**config.mk**
```make
export PLATFORM = sky130hd
export DESIGN_NAME = mau_top
export DESIGN_NICKNAME = d
export VERILOG_FILES = /design/src/shared/mau_pkg.sv /design/src/hw/mau_top.sv
export SDC_FILE = /design/constraint.sdc
export NUM_CORES = 2
export LEC_CHECK = 0
export CAP_MARGIN = 20
export CORE_MARGIN = 5
export CORE_UTILIZATION = 57
export CTS_BUF_LIST = sky130_fd_sc_hd__clkbuf_16
export DETAILED_ROUTE_END_ITERATION = 7
export DONT_BUFFER_PORTS = 1
export GPL_ROUTABILITY_DRIVEN = 0
export PLACE_DENSITY = 0.78
export SETUP_SLACK_MARGIN = 0.2
export SLEW_MARGIN = 20
export SYNTH_ARGS = -nofsm -noshare
export SYNTH_HDL_FRONTEND = slang
export SYNTH_SLANG_ARGS = --single-unit
```
**constraint.sdc**
```tcl
create_clock -name clk_i -period 8.4 [get_ports clk_i]
set_input_delay 1.68 -clock clk_i [delete_from_list [all_inputs] [get_ports clk_i]]
set_output_delay 1.68 -clock clk_i [all_outputs]
set_load 0.05 [all_outputs]
```
**src/shared/mau_pkg.sv**
```systemverilog
// package: constants, register map and state record of the multiply-accumulate unit
package mau_pkg;
	// generation choices, fixed at elaboration
	localparam int MX_W = 16;
	localparam int MY_W = 16;
	localparam int GUARD_W = 4;
	localparam int ADD_IN = 1;
	// format choice: 0 unsigned, 1 two's complement, 2 taken from a control bit
	localparam int X_FMT = 2;
	localparam int Y_FMT = 2;
	localparam int P_W = MX_W + MY_W + GUARD_W;
	localparam int A_W = MX_W + GUARD_W + 4;
	localparam int PH_W = P_W - 32;

	// wishbone register byte addresses
	localparam logic [7:0] ADR_X = 8'h00;
	localparam logic [7:0] ADR_Y = 8'h04;
	localparam logic [7:0] ADR_A = 8'h08;
	localparam logic [7:0] ADR_CTRL = 8'h0C;
	localparam logic [7:0] ADR_PL_LO = 8'h10;
	localparam logic [7:0] ADR_PL_HI = 8'h14;
	localparam logic [7:0] ADR_STROBE = 8'h18;
	localparam logic [7:0] ADR_P_LO = 8'h1C;
	localparam logic [7:0] ADR_P_HI = 8'h20;

	// control register fields
	localparam int CTRL_TCX = 0;
	localparam int CTRL_TCY = 1;
	localparam int CTRL_ACC = 2;
	localparam int CTRL_SUB = 3;
	localparam int CTRL_PRELOAD_CONTROL = 4;
	localparam int CTRL_W = 5;
	// strobe register fields, self clearing
	localparam int STB_XCLK = 0;
	localparam int STB_YCLK = 1;
	localparam int STB_PCLK = 2;

	localparam logic [31:0] RST_WORD = 32'h0000_0000;

	typedef struct packed {
		logic [MX_W-1:0] x_stage;
		logic [MY_W-1:0] y_stage;
		logic [A_W-1:0] a_stage;
		logic [CTRL_W-1:0] ctrl;
		logic [P_W-1:0] pl_stage;
		logic [MX_W-1:0] x_reg;
		logic [MY_W-1:0] y_reg;
		logic [A_W-1:0] a_reg;
		logic tcx;
		logic tcy;
		logic acc;
		logic sub;
		logic [P_W-1:0] p_reg;
		logic ack;
		logic [31:0] dat;
	} mau_state_t;
endpackage

```
**src/hw/mau_top.sv**
```systemverilog
// multiply-accumulate unit with a classic wishbone register slave
// Function
// RULE_01 - multiplicand register loads on its clock
// RULE_02 - multiplier register loads on own clock
// RULE_03 - addend loads on either operand clock
// RULE_04 - addend always treated as two's complement
// RULE_05 - addend present only when generated in
// RULE_06 - multiplicand format: unsigned, signed, or pin
// RULE_07 - multiplier format coded the same way
// RULE_08 - multiplicand select pin high means signed
// RULE_09 - multiplier select pin high means signed
// RULE_10 - multiplicand width even, six to thirtytwo
// RULE_11 - multiplier width even, not above multiplicand
// RULE_12 - guard bits two to eight extend product
// RULE_13 - product plus addend, optional accumulate
// RULE_14 - operand formats chosen independently
// RULE_15 - accumulate adds old product register
// RULE_16 - accumulate with subtract removes old product
// RULE_17 - preload loads product register on product clock
// RULE_18 - product bus shows register, product clock only
// RULE_19 - product clock no later than operand clock
// RULE_20 - without preload, product clock stores result
// RULE_21 - no accumulate: product plus addend only
// RULE_22 - extend by format, wrap to register width
//
// The implementer's own choices: the register addresses and the Wishbone interface to the registers.
`timescale 1ns/1ns
`default_nettype none

module mau_top (
	input wire logic clk_i,
	input wire logic rst_i,
	input wire logic wb_cyc_i,
	input wire logic wb_stb_i,
	input wire logic wb_we_i,
	input wire logic [7:0] wb_adr_i,
	input wire logic [3:0] wb_sel_i,
	input wire logic [31:0] wb_dat_i,
	output logic [31:0] wb_dat_o,
	output logic wb_ack_o,
	output logic [mau_pkg::P_W-1:0] product_o
);

	mau_pkg::mau_state_t st_ff;
	mau_pkg::mau_state_t nxt_st;

	logic wr_go;
	logic xclk;
	logic yclk;
	logic pclk;
	logic opclk;
	logic signed [mau_pkg::P_W-1:0] result;

	// byte-lane merge of a write into a stored word
	function automatic logic [31:0] merge(input logic [31:0] old, input logic [31:0] din,
		input logic [3:0] sel);
		logic [31:0] m;
		m = old;
		for (int i = 0; i < 4; i++) begin
			if (sel[i]) begin
				m[8*i +: 8] = din[8*i +: 8];
			end
		end
		return m;
	endfunction

	// fixed format, or the control bit when the format is pin selected
	function automatic logic fmt_signed(input int fmt, input logic pin);
		return (fmt == 2) ? pin : (fmt == 1); // RULE_06 RULE_07
	endfunction

	// read data for a register address
	function automatic logic [31:0] rd_mux(input mau_pkg::mau_state_t s, input logic [7:0] adr);
		logic [31:0] d;
		d = mau_pkg::RST_WORD;
		case (adr)
			mau_pkg::ADR_X: d = 32'(s.x_stage);
			mau_pkg::ADR_Y: d = 32'(s.y_stage);
			mau_pkg::ADR_A: d = 32'(s.a_stage);
			mau_pkg::ADR_CTRL: d = 32'(s.ctrl);
			mau_pkg::ADR_PL_LO: d = s.pl_stage[31:0];
			mau_pkg::ADR_PL_HI: d = 32'(s.pl_stage[mau_pkg::P_W-1:32]);
			mau_pkg::ADR_P_LO: d = s.p_reg[31:0];
			mau_pkg::ADR_P_HI: d = 32'(s.p_reg[mau_pkg::P_W-1:32]);
			default: d = mau_pkg::RST_WORD;
		endcase
		return d;
	endfunction

	// a write takes effect at the edge where the master sees ack high
	assign wr_go = wb_cyc_i & wb_stb_i & wb_we_i & st_ff.ack;
	assign xclk = wr_go & (wb_adr_i == mau_pkg::ADR_STROBE) & wb_sel_i[0]
		& wb_dat_i[mau_pkg::STB_XCLK];
	assign yclk = wr_go & (wb_adr_i == mau_pkg::ADR_STROBE) & wb_sel_i[0]
		& wb_dat_i[mau_pkg::STB_YCLK];
	assign pclk = wr_go & (wb_adr_i == mau_pkg::ADR_STROBE) & wb_sel_i[0]
		& wb_dat_i[mau_pkg::STB_PCLK];
	// one strobe word may raise several clocks; the product register
	// then takes the result of the operands held before this edge
	assign opclk = xclk | yclk; // RULE_19

	// arithmetic on the captured operands and controls
	always_comb begin
		logic signed [mau_pkg::P_W-1:0] ext_x;
		logic signed [mau_pkg::P_W-1:0] ext_y;
		logic signed [mau_pkg::P_W-1:0] prod;
		logic signed [mau_pkg::P_W-1:0] addend;
		logic signed [mau_pkg::P_W-1:0] sum;
		ext_x = '0;
		ext_y = '0;
		prod = '0;
		addend = '0;
		sum = '0;
		// one extension bit per operand gives mixed signed/unsigned products
		ext_x = mau_pkg::P_W'(signed'({fmt_signed(mau_pkg::X_FMT, st_ff.tcx)
			& st_ff.x_reg[mau_pkg::MX_W-1], st_ff.x_reg})); // RULE_08 RULE_14 RULE_22
		ext_y = mau_pkg::P_W'(signed'({fmt_signed(mau_pkg::Y_FMT, st_ff.tcy)
			& st_ff.y_reg[mau_pkg::MY_W-1], st_ff.y_reg})); // RULE_09 RULE_14 RULE_22
		// the wrapped product is exact modulo the register width
		prod = ext_x * ext_y; // RULE_13 RULE_22
		if (mau_pkg::ADD_IN == 1) begin
			addend = mau_pkg::P_W'(signed'(st_ff.a_reg)); // RULE_04 RULE_05
		end
		sum = prod + addend; // RULE_13 RULE_21
		if (st_ff.acc) begin
			if (st_ff.sub) begin
				sum = sum - signed'(st_ff.p_reg); // RULE_16
			end else begin
				sum = sum + signed'(st_ff.p_reg); // RULE_15
			end
		end
		result = sum;
	end

	always_comb begin
		logic [31:0] w;
		w = '0;
		nxt_st = st_ff;
		// classic handshake: ack for one cycle, then low for at least one
		nxt_st.ack = wb_cyc_i & wb_stb_i & ~st_ff.ack;
		nxt_st.dat = st_ff.dat;
		if (wb_cyc_i & wb_stb_i & ~st_ff.ack) begin
			nxt_st.dat = wb_we_i ? mau_pkg::RST_WORD : rd_mux(st_ff, wb_adr_i);
		end
		if (wr_go) begin
			case (wb_adr_i)
				mau_pkg::ADR_X: begin
					w = merge(32'(st_ff.x_stage), wb_dat_i, wb_sel_i);
					nxt_st.x_stage = w[mau_pkg::MX_W-1:0];
				end
				mau_pkg::ADR_Y: begin
					w = merge(32'(st_ff.y_stage), wb_dat_i, wb_sel_i);
					nxt_st.y_stage = w[mau_pkg::MY_W-1:0];
				end
				mau_pkg::ADR_A: begin
					w = merge(32'(st_ff.a_stage), wb_dat_i, wb_sel_i);
					nxt_st.a_stage = w[mau_pkg::A_W-1:0];
				end
				mau_pkg::ADR_CTRL: begin
					w = merge(32'(st_ff.ctrl), wb_dat_i, wb_sel_i);
					nxt_st.ctrl = w[mau_pkg::CTRL_W-1:0];
				end
				mau_pkg::ADR_PL_LO: begin
					nxt_st.pl_stage[31:0] = merge(st_ff.pl_stage[31:0], wb_dat_i, wb_sel_i);
				end
				mau_pkg::ADR_PL_HI: begin
					w = merge(32'(st_ff.pl_stage[mau_pkg::P_W-1:32]), wb_dat_i, wb_sel_i);
					nxt_st.pl_stage[mau_pkg::P_W-1:32] = w[mau_pkg::PH_W-1:0];
				end
				default: begin
					w = '0;
				end
			endcase
		end
		if (xclk) begin
			nxt_st.x_reg = st_ff.x_stage; // RULE_01
		end
		if (yclk) begin
			nxt_st.y_reg = st_ff.y_stage; // RULE_02
		end
		if (opclk) begin
			if (mau_pkg::ADD_IN == 1) begin
				nxt_st.a_reg = st_ff.a_stage; // RULE_03 RULE_05
			end
			nxt_st.tcx = st_ff.ctrl[mau_pkg::CTRL_TCX];
			nxt_st.tcy = st_ff.ctrl[mau_pkg::CTRL_TCY];
			nxt_st.acc = st_ff.ctrl[mau_pkg::CTRL_ACC]; // RULE_15
			nxt_st.sub = st_ff.ctrl[mau_pkg::CTRL_SUB]; // RULE_16
		end
		if (pclk) begin
			if (st_ff.ctrl[mau_pkg::CTRL_PRELOAD_CONTROL]) begin
				nxt_st.p_reg = st_ff.pl_stage; // RULE_17
			end else begin
				nxt_st.p_reg = result; // RULE_20
			end
		end
		if (rst_i) begin
			nxt_st = '0;
		end
	end

	always_ff @(posedge clk_i) begin
		st_ff <= nxt_st;
	end

	assign wb_ack_o = st_ff.ack;
	assign wb_dat_o = st_ff.dat;
	assign product_o = st_ff.p_reg; // RULE_18
endmodule

`default_nettype wire

```
* Word-level counts from Yosys, hierarchy flattened *
Index checks and enable logic that the tools add are counted.
Widths: inputs -> output; s select.

word-level totals
  input bits = 49
  bits in registers = 226
  output and inout bits = 69
  logic and storage cells = 67

operators by class
  add/subtract/negate cells = 3
  bitwise gates (word level) = 13
  $mul = 1
  eq/ne operators = 8
  reduce and logical (&&, ||, !) cells = 14
  multiplexer cells = 5

operators by type and width
  operator            number
  $pmux 32 s8         1
  $mux 36             3
  $reduce_and 3->1    13
  $add 35x36->36      1
  $sub 35x36->36      1
  $add 34x24->35      1
  $mul 17x17->34      1
  $eq 8x5->1 const B  4
  $mux 32             1
  $eq 8x4->1 const B  2
  $and 1x1->1         11
  $eq 8x3->1 const B  1
  $eq 8x6->1 const B  1
  $logic_not 8->1     1
  $not 1->1           1
  $or 1x1->1          1

* Logic depth before layout (Yosys ltp) *
  depth after elaboration = 7
  gate-level depth with buffers = 36
  gate-level depth less buffers = 34

* Least setup slack after synthesis *
Ideal clock, no wire load.

  path kind = flip-flop to flip-flop
  start point = reg st_ff[123] (netlist name)
  end point = reg st_ff, in the netlist product_o[34]
  required time = 8.275 ns
  period minus slack after synthesis = 7.748 ns
  path slack = 0.652 ns
  stages on the path, launching flop included = 36
  path buffers = 2
  data arrival time = 7.623 ns
  cell sequence = dfxtp_1 > clkbuf_1 > clkbuf_1 > nand2_1 > fa_1 > inv_1 > fa_1 > ha_1 > inv_1 > fa_1 > inv_1 > fa_1 > inv_1 > fa_1 > inv_1 > ha_1 > a21o_1 > a21oi_1 > nor2b_1 > o311ai_1 > a21oi_1 > o21ai_0 > a21boi_0 > or3_1 > and2_1 > ha_1 > a21oi_1 > o21ai_0 > and3_1 > o221ai_1 > o2111ai_1 > a221oi_1 > o21ai_0 > mux2i_1 > a22oi_1 > o31ai_1

between the ends
  cells in the longest elaborated chain, start to end = 6
  elaborated cells between the ends (all ways) = 7

ends and longest elaborated chain
  item                                                     RTL line                        RTL
  start, declared                                          mau_top.sv:44                   mau_pkg::mau_state_t st_ff;
  start signal, assigned                                   mau_top.sv:203                  st_ff <= nxt_st;
  $mul 17x17->34 (*)                                       mau_top.sv:120                  prod = ext_x * ext_y;
  $add 34x24->35 (*)                                       mau_top.sv:124                  sum = prod + addend;
  $add 35x36->36 / $sub 35x36->36 (equally long branches)  mau_top.sv:129, mau_top.sv:127
  $mux 36                                                  mau_top.sv:126                  if (st_ff.sub) begin
  $mux 36 (*)                                              mau_top.sv:125                  if (st_ff.acc) begin
  $mux 36 (*)                                              mau_top.sv:191                  if (st_ff.ctrl[mau_pkg::CTRL_PRELOAD_CONTROL]) begin

Every way passes the cells marked *; elsewhere a longest branch is shown, timed or not.
A chain may end at the register's enable or synchronous reset.

* Worst setup path in the final report *
  start point = reg st_ff[101] (netlist name)
  end point = reg st_ff, in the netlist product_o[35]

The elaborated chain is that of the path after synthesis.

==> results list <==
* Status: finished, violations left
- The final reports fail on DRC.
- Clock tree skew after final layout: between 0.01 and 0.015 ns
- In the detailed route, the total length drawn on met3 is ~8.5 mm.
- Top Layer Used: met4
- A synthesized cell averages 8.26 um2.
* End of the worst register-to-register path: product_o[35]$_SDFFE_PP0P_
* Post-synthesis compound-gate area fraction: 0.131
- Setup repair after global routing left no endpoint under its margin.
- Along the worst path, the maximum fanout reaches 11.
- Iteration count of the initial detailed-routing pass: 8
* Slowest-stage cell, CP: sky130_fd_sc_hd__fa_1
- Internal power comes to 1740 uW.
- Sequential-to-total area share from yosys stat: 0.186
- The synthesized netlist contains 73 unique library cells.
- Dividing total power by cell area gives a power density of 85.2 nW/um2.
* Antenna violations before repair: 1
- For this block, wires on met1 add up to 26.4 mm.
* Kind of cell with the highest combined delay on the critical path: adder cells
- Switching part of the total power: 0.213
- IR analysis of the VDD net gives a maximum drop of 0.149 mV.
- The number of clock buffers added by TritonCTS is 24.
* Main combinational cell family by area after synthesis: adder cells
* Worst Reg2Reg Path Length in Cells: 30
- Among the stages of the critical path, the cell type that occurs most often is sky130_fd_sc_hd__fa_1.
- Least setup slack across all paths after layout: approximately 0.42 ns
- Number of nets with antenna violations after routing: 0
- Hold buffer count at CTS: 0
- Worst slew margin relative to its limit: 0.340
* Number of pins exceeding their max-slew limit in the final report: 0
* Total routing usage reported by global routing: 0.300
* Required time of the critical path: 8.82 ns
* Synth Area in XOR/XNOR: 0.0343
- Die W: 216 um
* Vias in the first global route: 21,276
- The number of hold-slack violations in the final timing report was 0.
* Total buffers and inverters traversed by the critical path: 7
- Top Ports: 118
* Die area: ~47,000 um2
- The largest single stage delay on the critical path is 0.52 ns.
- Among all flip-flop cells after synthesis, the most frequent one is sky130_fd_sc_hd__dfxtp_1.
* Clock transition at the registers of the reported paths: 0.06 ns
- Of the post-synthesis cell area, the part taken by muxes is 0.0197.
- Most instantiated cells after synthesis: sky130_fd_sc_hd__nand2_1, sky130_fd_sc_hd__inv_1, sky130_fd_sc_hd__fa_1
* Count of mapped cells out of synthesis: ~2,900
- Clock tree from TritonCTS: yes
* Standby leakage power: 0.0114 uW
- Kind of critical path: reg2reg
* Setup TNS: 0 ns
- In this run the critical register-to-register path is launched from st_ff[101]$_SDFFE_PP0P_.
- Across the run, the number of max-cap violations was 0.
- Of the total synthesized cell area, the portion taken by full adders, half adders and majority gates is 0.338.
* WP data arrival: 8.40 ns
- Yosys mapped a number of flops with a built-in enable equal to 0.
* Maximum number of pins on one net before global-route repair: 222
- Layout overhead on the synthesized area: 6.60%
- Combinational cell fraction of total power: 0.006
* Number of inserted diodes: 0
- H-Tree Level Count: 1
- Number of synthesized register bits: 226
- At the later pin of the worst-skew pair, clock insertion delay measures 0.53 ns.
* Leading cell types by total area after synthesis: sky130_fd_sc_hd__fa_1, sky130_fd_sc_hd__dfxtp_1, sky130_fd_sc_hd__nand2_1, sky130_fd_sc_hd__ha_1, sky130_fd_sc_hd__inv_1
- PortBufs: 0
* Total number of vias: ~21,000
- DR DRC count: 1
- Setup violations remaining at the end of the flow were counted as 0.
- The net count of the finished layout is ~3,400.
* Clock share of power: 0.510
- Maximum number of buffers from clock root to sink: 3
- Placeable core region: 42,000 um2
- Synth Area in Simple Gates: 0.180
- The min-delay analysis places its worst path in the category reg2reg.
- The worst hold path passes through 2 cells.
- Standard-cell rows: 75
- Via density per instance: between 6 and 7
- From bottom edge to top edge, the die measures 216 um.
- The share of synthesized area in the top cell type comes to 0.270.
- Global-route wire length before repair: 114 mm
- Among all cell types in the netlist, the one instantiated most often is sky130_fd_sc_hd__nand2_1.
* Slew @ Worst Pin: a little under 1 ns
- For hold timing, the worst endpoint is st_ff[73]$_SDFFE_PP0P_.
* Critical path capture point type: register
- Initial core utilization: 0.578
- First DRT Iteration DRCs: about 2,800
- In this run the register-to-register setup slack is approximately 0.42 ns.
- Top cell type by total area after synthesis: sky130_fd_sc_hd__fa_1
- The worst hold path begins at st_ff[73]$_SDFFE_PP0P_.
- Summed instance area of the synthesized netlist: 24,300 um2
- Met2 wire len: 33.4 mm
- The tree is rooted in a sky130_fd_sc_hd__clkbuf_16.
- Of the cells placed in the final design, the portion with a size suffix greater than 1 is 0.0882.
* Async SR Flop Fraction: 0
- Portion of total power attributed to sequential cells: 0.484
- Synth Net Count: 3,448
* Maximum clock frequency: roughly 0.13 GHz
- Total half-perimeter wirelength after legalization and detailed placement: between 50 and 60 mm
- OpenSTA, run right after detailed placement, puts the worst setup slack at 0.00525 ns.
* Switching Power: 470 uW
- For this run, the number of Yosys warnings is 0.
- Startpoint type of the worst setup path: register
* Detail-routed net length per standard cell: 21.4 um
* Post-detailed-routing wire length: around 73 mm
- Fin crit share: 0.950
- Final min period: 7.98 ns
- Counting every sink on the clock net gives 226.
- Remaining Overflow, GRT: 0
-- worst reg2reg max path: cells and delay by family, from the launching register on --
| family | cells | cell delay, ns |
|---|---|---|
| AOI/OAI and AO/OA | 4 | 1.22 |
| xor gates and xnor gates | 1 | 0.15 |
| adders and majority gates | 8 | 3.76 |
| buffers and inverters | 7 | 0.76 |
| DFF | 1 | 0.43 |
| and+or+nand+nor | 10 | 1.55 |
-- cells in the final DEF (no fill, tap or decap), types with 21 or more instances in the layout --
| cell type | n |
|---|---|
| sky130_fd_sc_hd__a21o_1 | 24 |
| sky130_fd_sc_hd__a21oi_1 | 262 |
| sky130_fd_sc_hd__a22oi_1 | 33 |
| sky130_fd_sc_hd__a31oi_1 | 21 |
| sky130_fd_sc_hd__and2_1 | 140 |
| sky130_fd_sc_hd__buf_4 | 83 |
| sky130_fd_sc_hd__clkbuf_16 | 25 |
| sky130_fd_sc_hd__dfxtp_1 | 198 |
| sky130_fd_sc_hd__fa_1 | 326 |
| sky130_fd_sc_hd__ha_1 | 117 |
| sky130_fd_sc_hd__inv_1 | 426 |
| sky130_fd_sc_hd__mux2i_1 | 41 |
| sky130_fd_sc_hd__nand2_1 | 457 |
| sky130_fd_sc_hd__nand3_1 | 58 |
| sky130_fd_sc_hd__nor2_1 | 166 |
| sky130_fd_sc_hd__nor3_1 | 31 |
| sky130_fd_sc_hd__o21ai_0 | 44 |
| sky130_fd_sc_hd__xnor2_1 | 70 |
-- worst max path at each step --
stage                            start                          to  slack (ns)  cells past startpoint
6_report       st_ff[101]$_SDFFE_PP0P_  product_o[35]$_SDFFE_PP0P_        0.42                     30
5_1_grt         st_ff[99]$_SDFFE_PP0P_  product_o[35]$_SDFFE_PP0P_        0.12                     31
4_1_cts         st_ff[99]$_SDFFE_PP0P_  product_o[31]$_SDFFE_PP0P_        0.23                     32
3_5_place_dp    st_ff[97]$_SDFFE_PP0P_  product_o[34]$_SDFFE_PP0P_       0.005                     33
3_3_place_gp   st_ff[119]$_SDFFE_PP0P_  product_o[34]$_SDFFE_PP0P_        0.23                     32
2_1_floorplan  st_ff[123]$_SDFFE_PP0P_  product_o[34]$_SDFFE_PP0P_        0.65                     35
-- power by group through the flow --
stage	sequential (uW)	clock, uW	combinational, uW
4_1_cts	1070	1120	11.0
3_3_place_gp	1100	0	10.5
5_1_grt	1070	1170	12.8
2_1_floorplan	1100	0	23.5
3_5_place_dp	1100	0	10.9
6_report	1070	1130	12.4
-- state kept, by name, summed over array words and instances (netlist names) --
register and count:
product_o 36, st_ff 157, wb_ack_o 1, wb_dat_o 32
-- final cells by class --
cell class / instances / area, um2
inverters: 429 / 1610
clock buffers: 25 / 626
clock inverters: 19 / 200
well taps: 539 / 674
multi-input cells: 2073 / 17400
flip-flops and latches: 226 / 4590
repair buffers: 95 / 776
fillers: 3450 / 16100
-- logic make-up (layout without fill, tap and decap cells) --
group           after synthesis  in the layout
xor+xnor                     95             95
simple gates                955            955
fa+ha+maj                   459            459
compound gates              517            517
mux                          47             47
buf+inv                     641            568
flops                       226            226
-- metrics by stage --
| step | util | cells | hold WS, ns | cell area [um2] | power (uW) |
|---|---|---|---|---|---|
| global route | 0.616 | 3406 | 0.481 | 25900 | 2250 |
| global placement | 0.583 | 3348 | 0.437 | 24500 | 1110 |
| finish | 0.616 | 3406 | 0.457 | 25900 | 2210 |
| CTS | 0.604 | 3392 | 0.455 | 25400 | 2200 |
| detailed placement | 0.583 | 3348 | 0.448 | 24500 | 1110 |
| floorplan | - | 2940 | 0.432 | 24300 | 1120 |
-- timing repair --
| action | in CTS | in global routing |
|---|---|---|
| endpoints found under the hold margin | 0 | 0 |
| setup buffers | 0 | 12 |
| resized for setup | 11 | 102 |
| endpoints found under the setup margin | 8 | 14 |
| gates cloned | 0 | 0 |
| pin swaps | 0 | 26 |
-- metal layers --
| metal | global-route usage | up-vias |
|---|---|---|
| li1 | - | 9196 |
| met1 | 0.383 | 10189 |
| met2 | 0.488 | 1405 |
| met3 | 0.0624 | 330 |
| met4 | 0.151 | 0 |
| met5 | 0 | - |
Power figures use the tool's default switching activity.
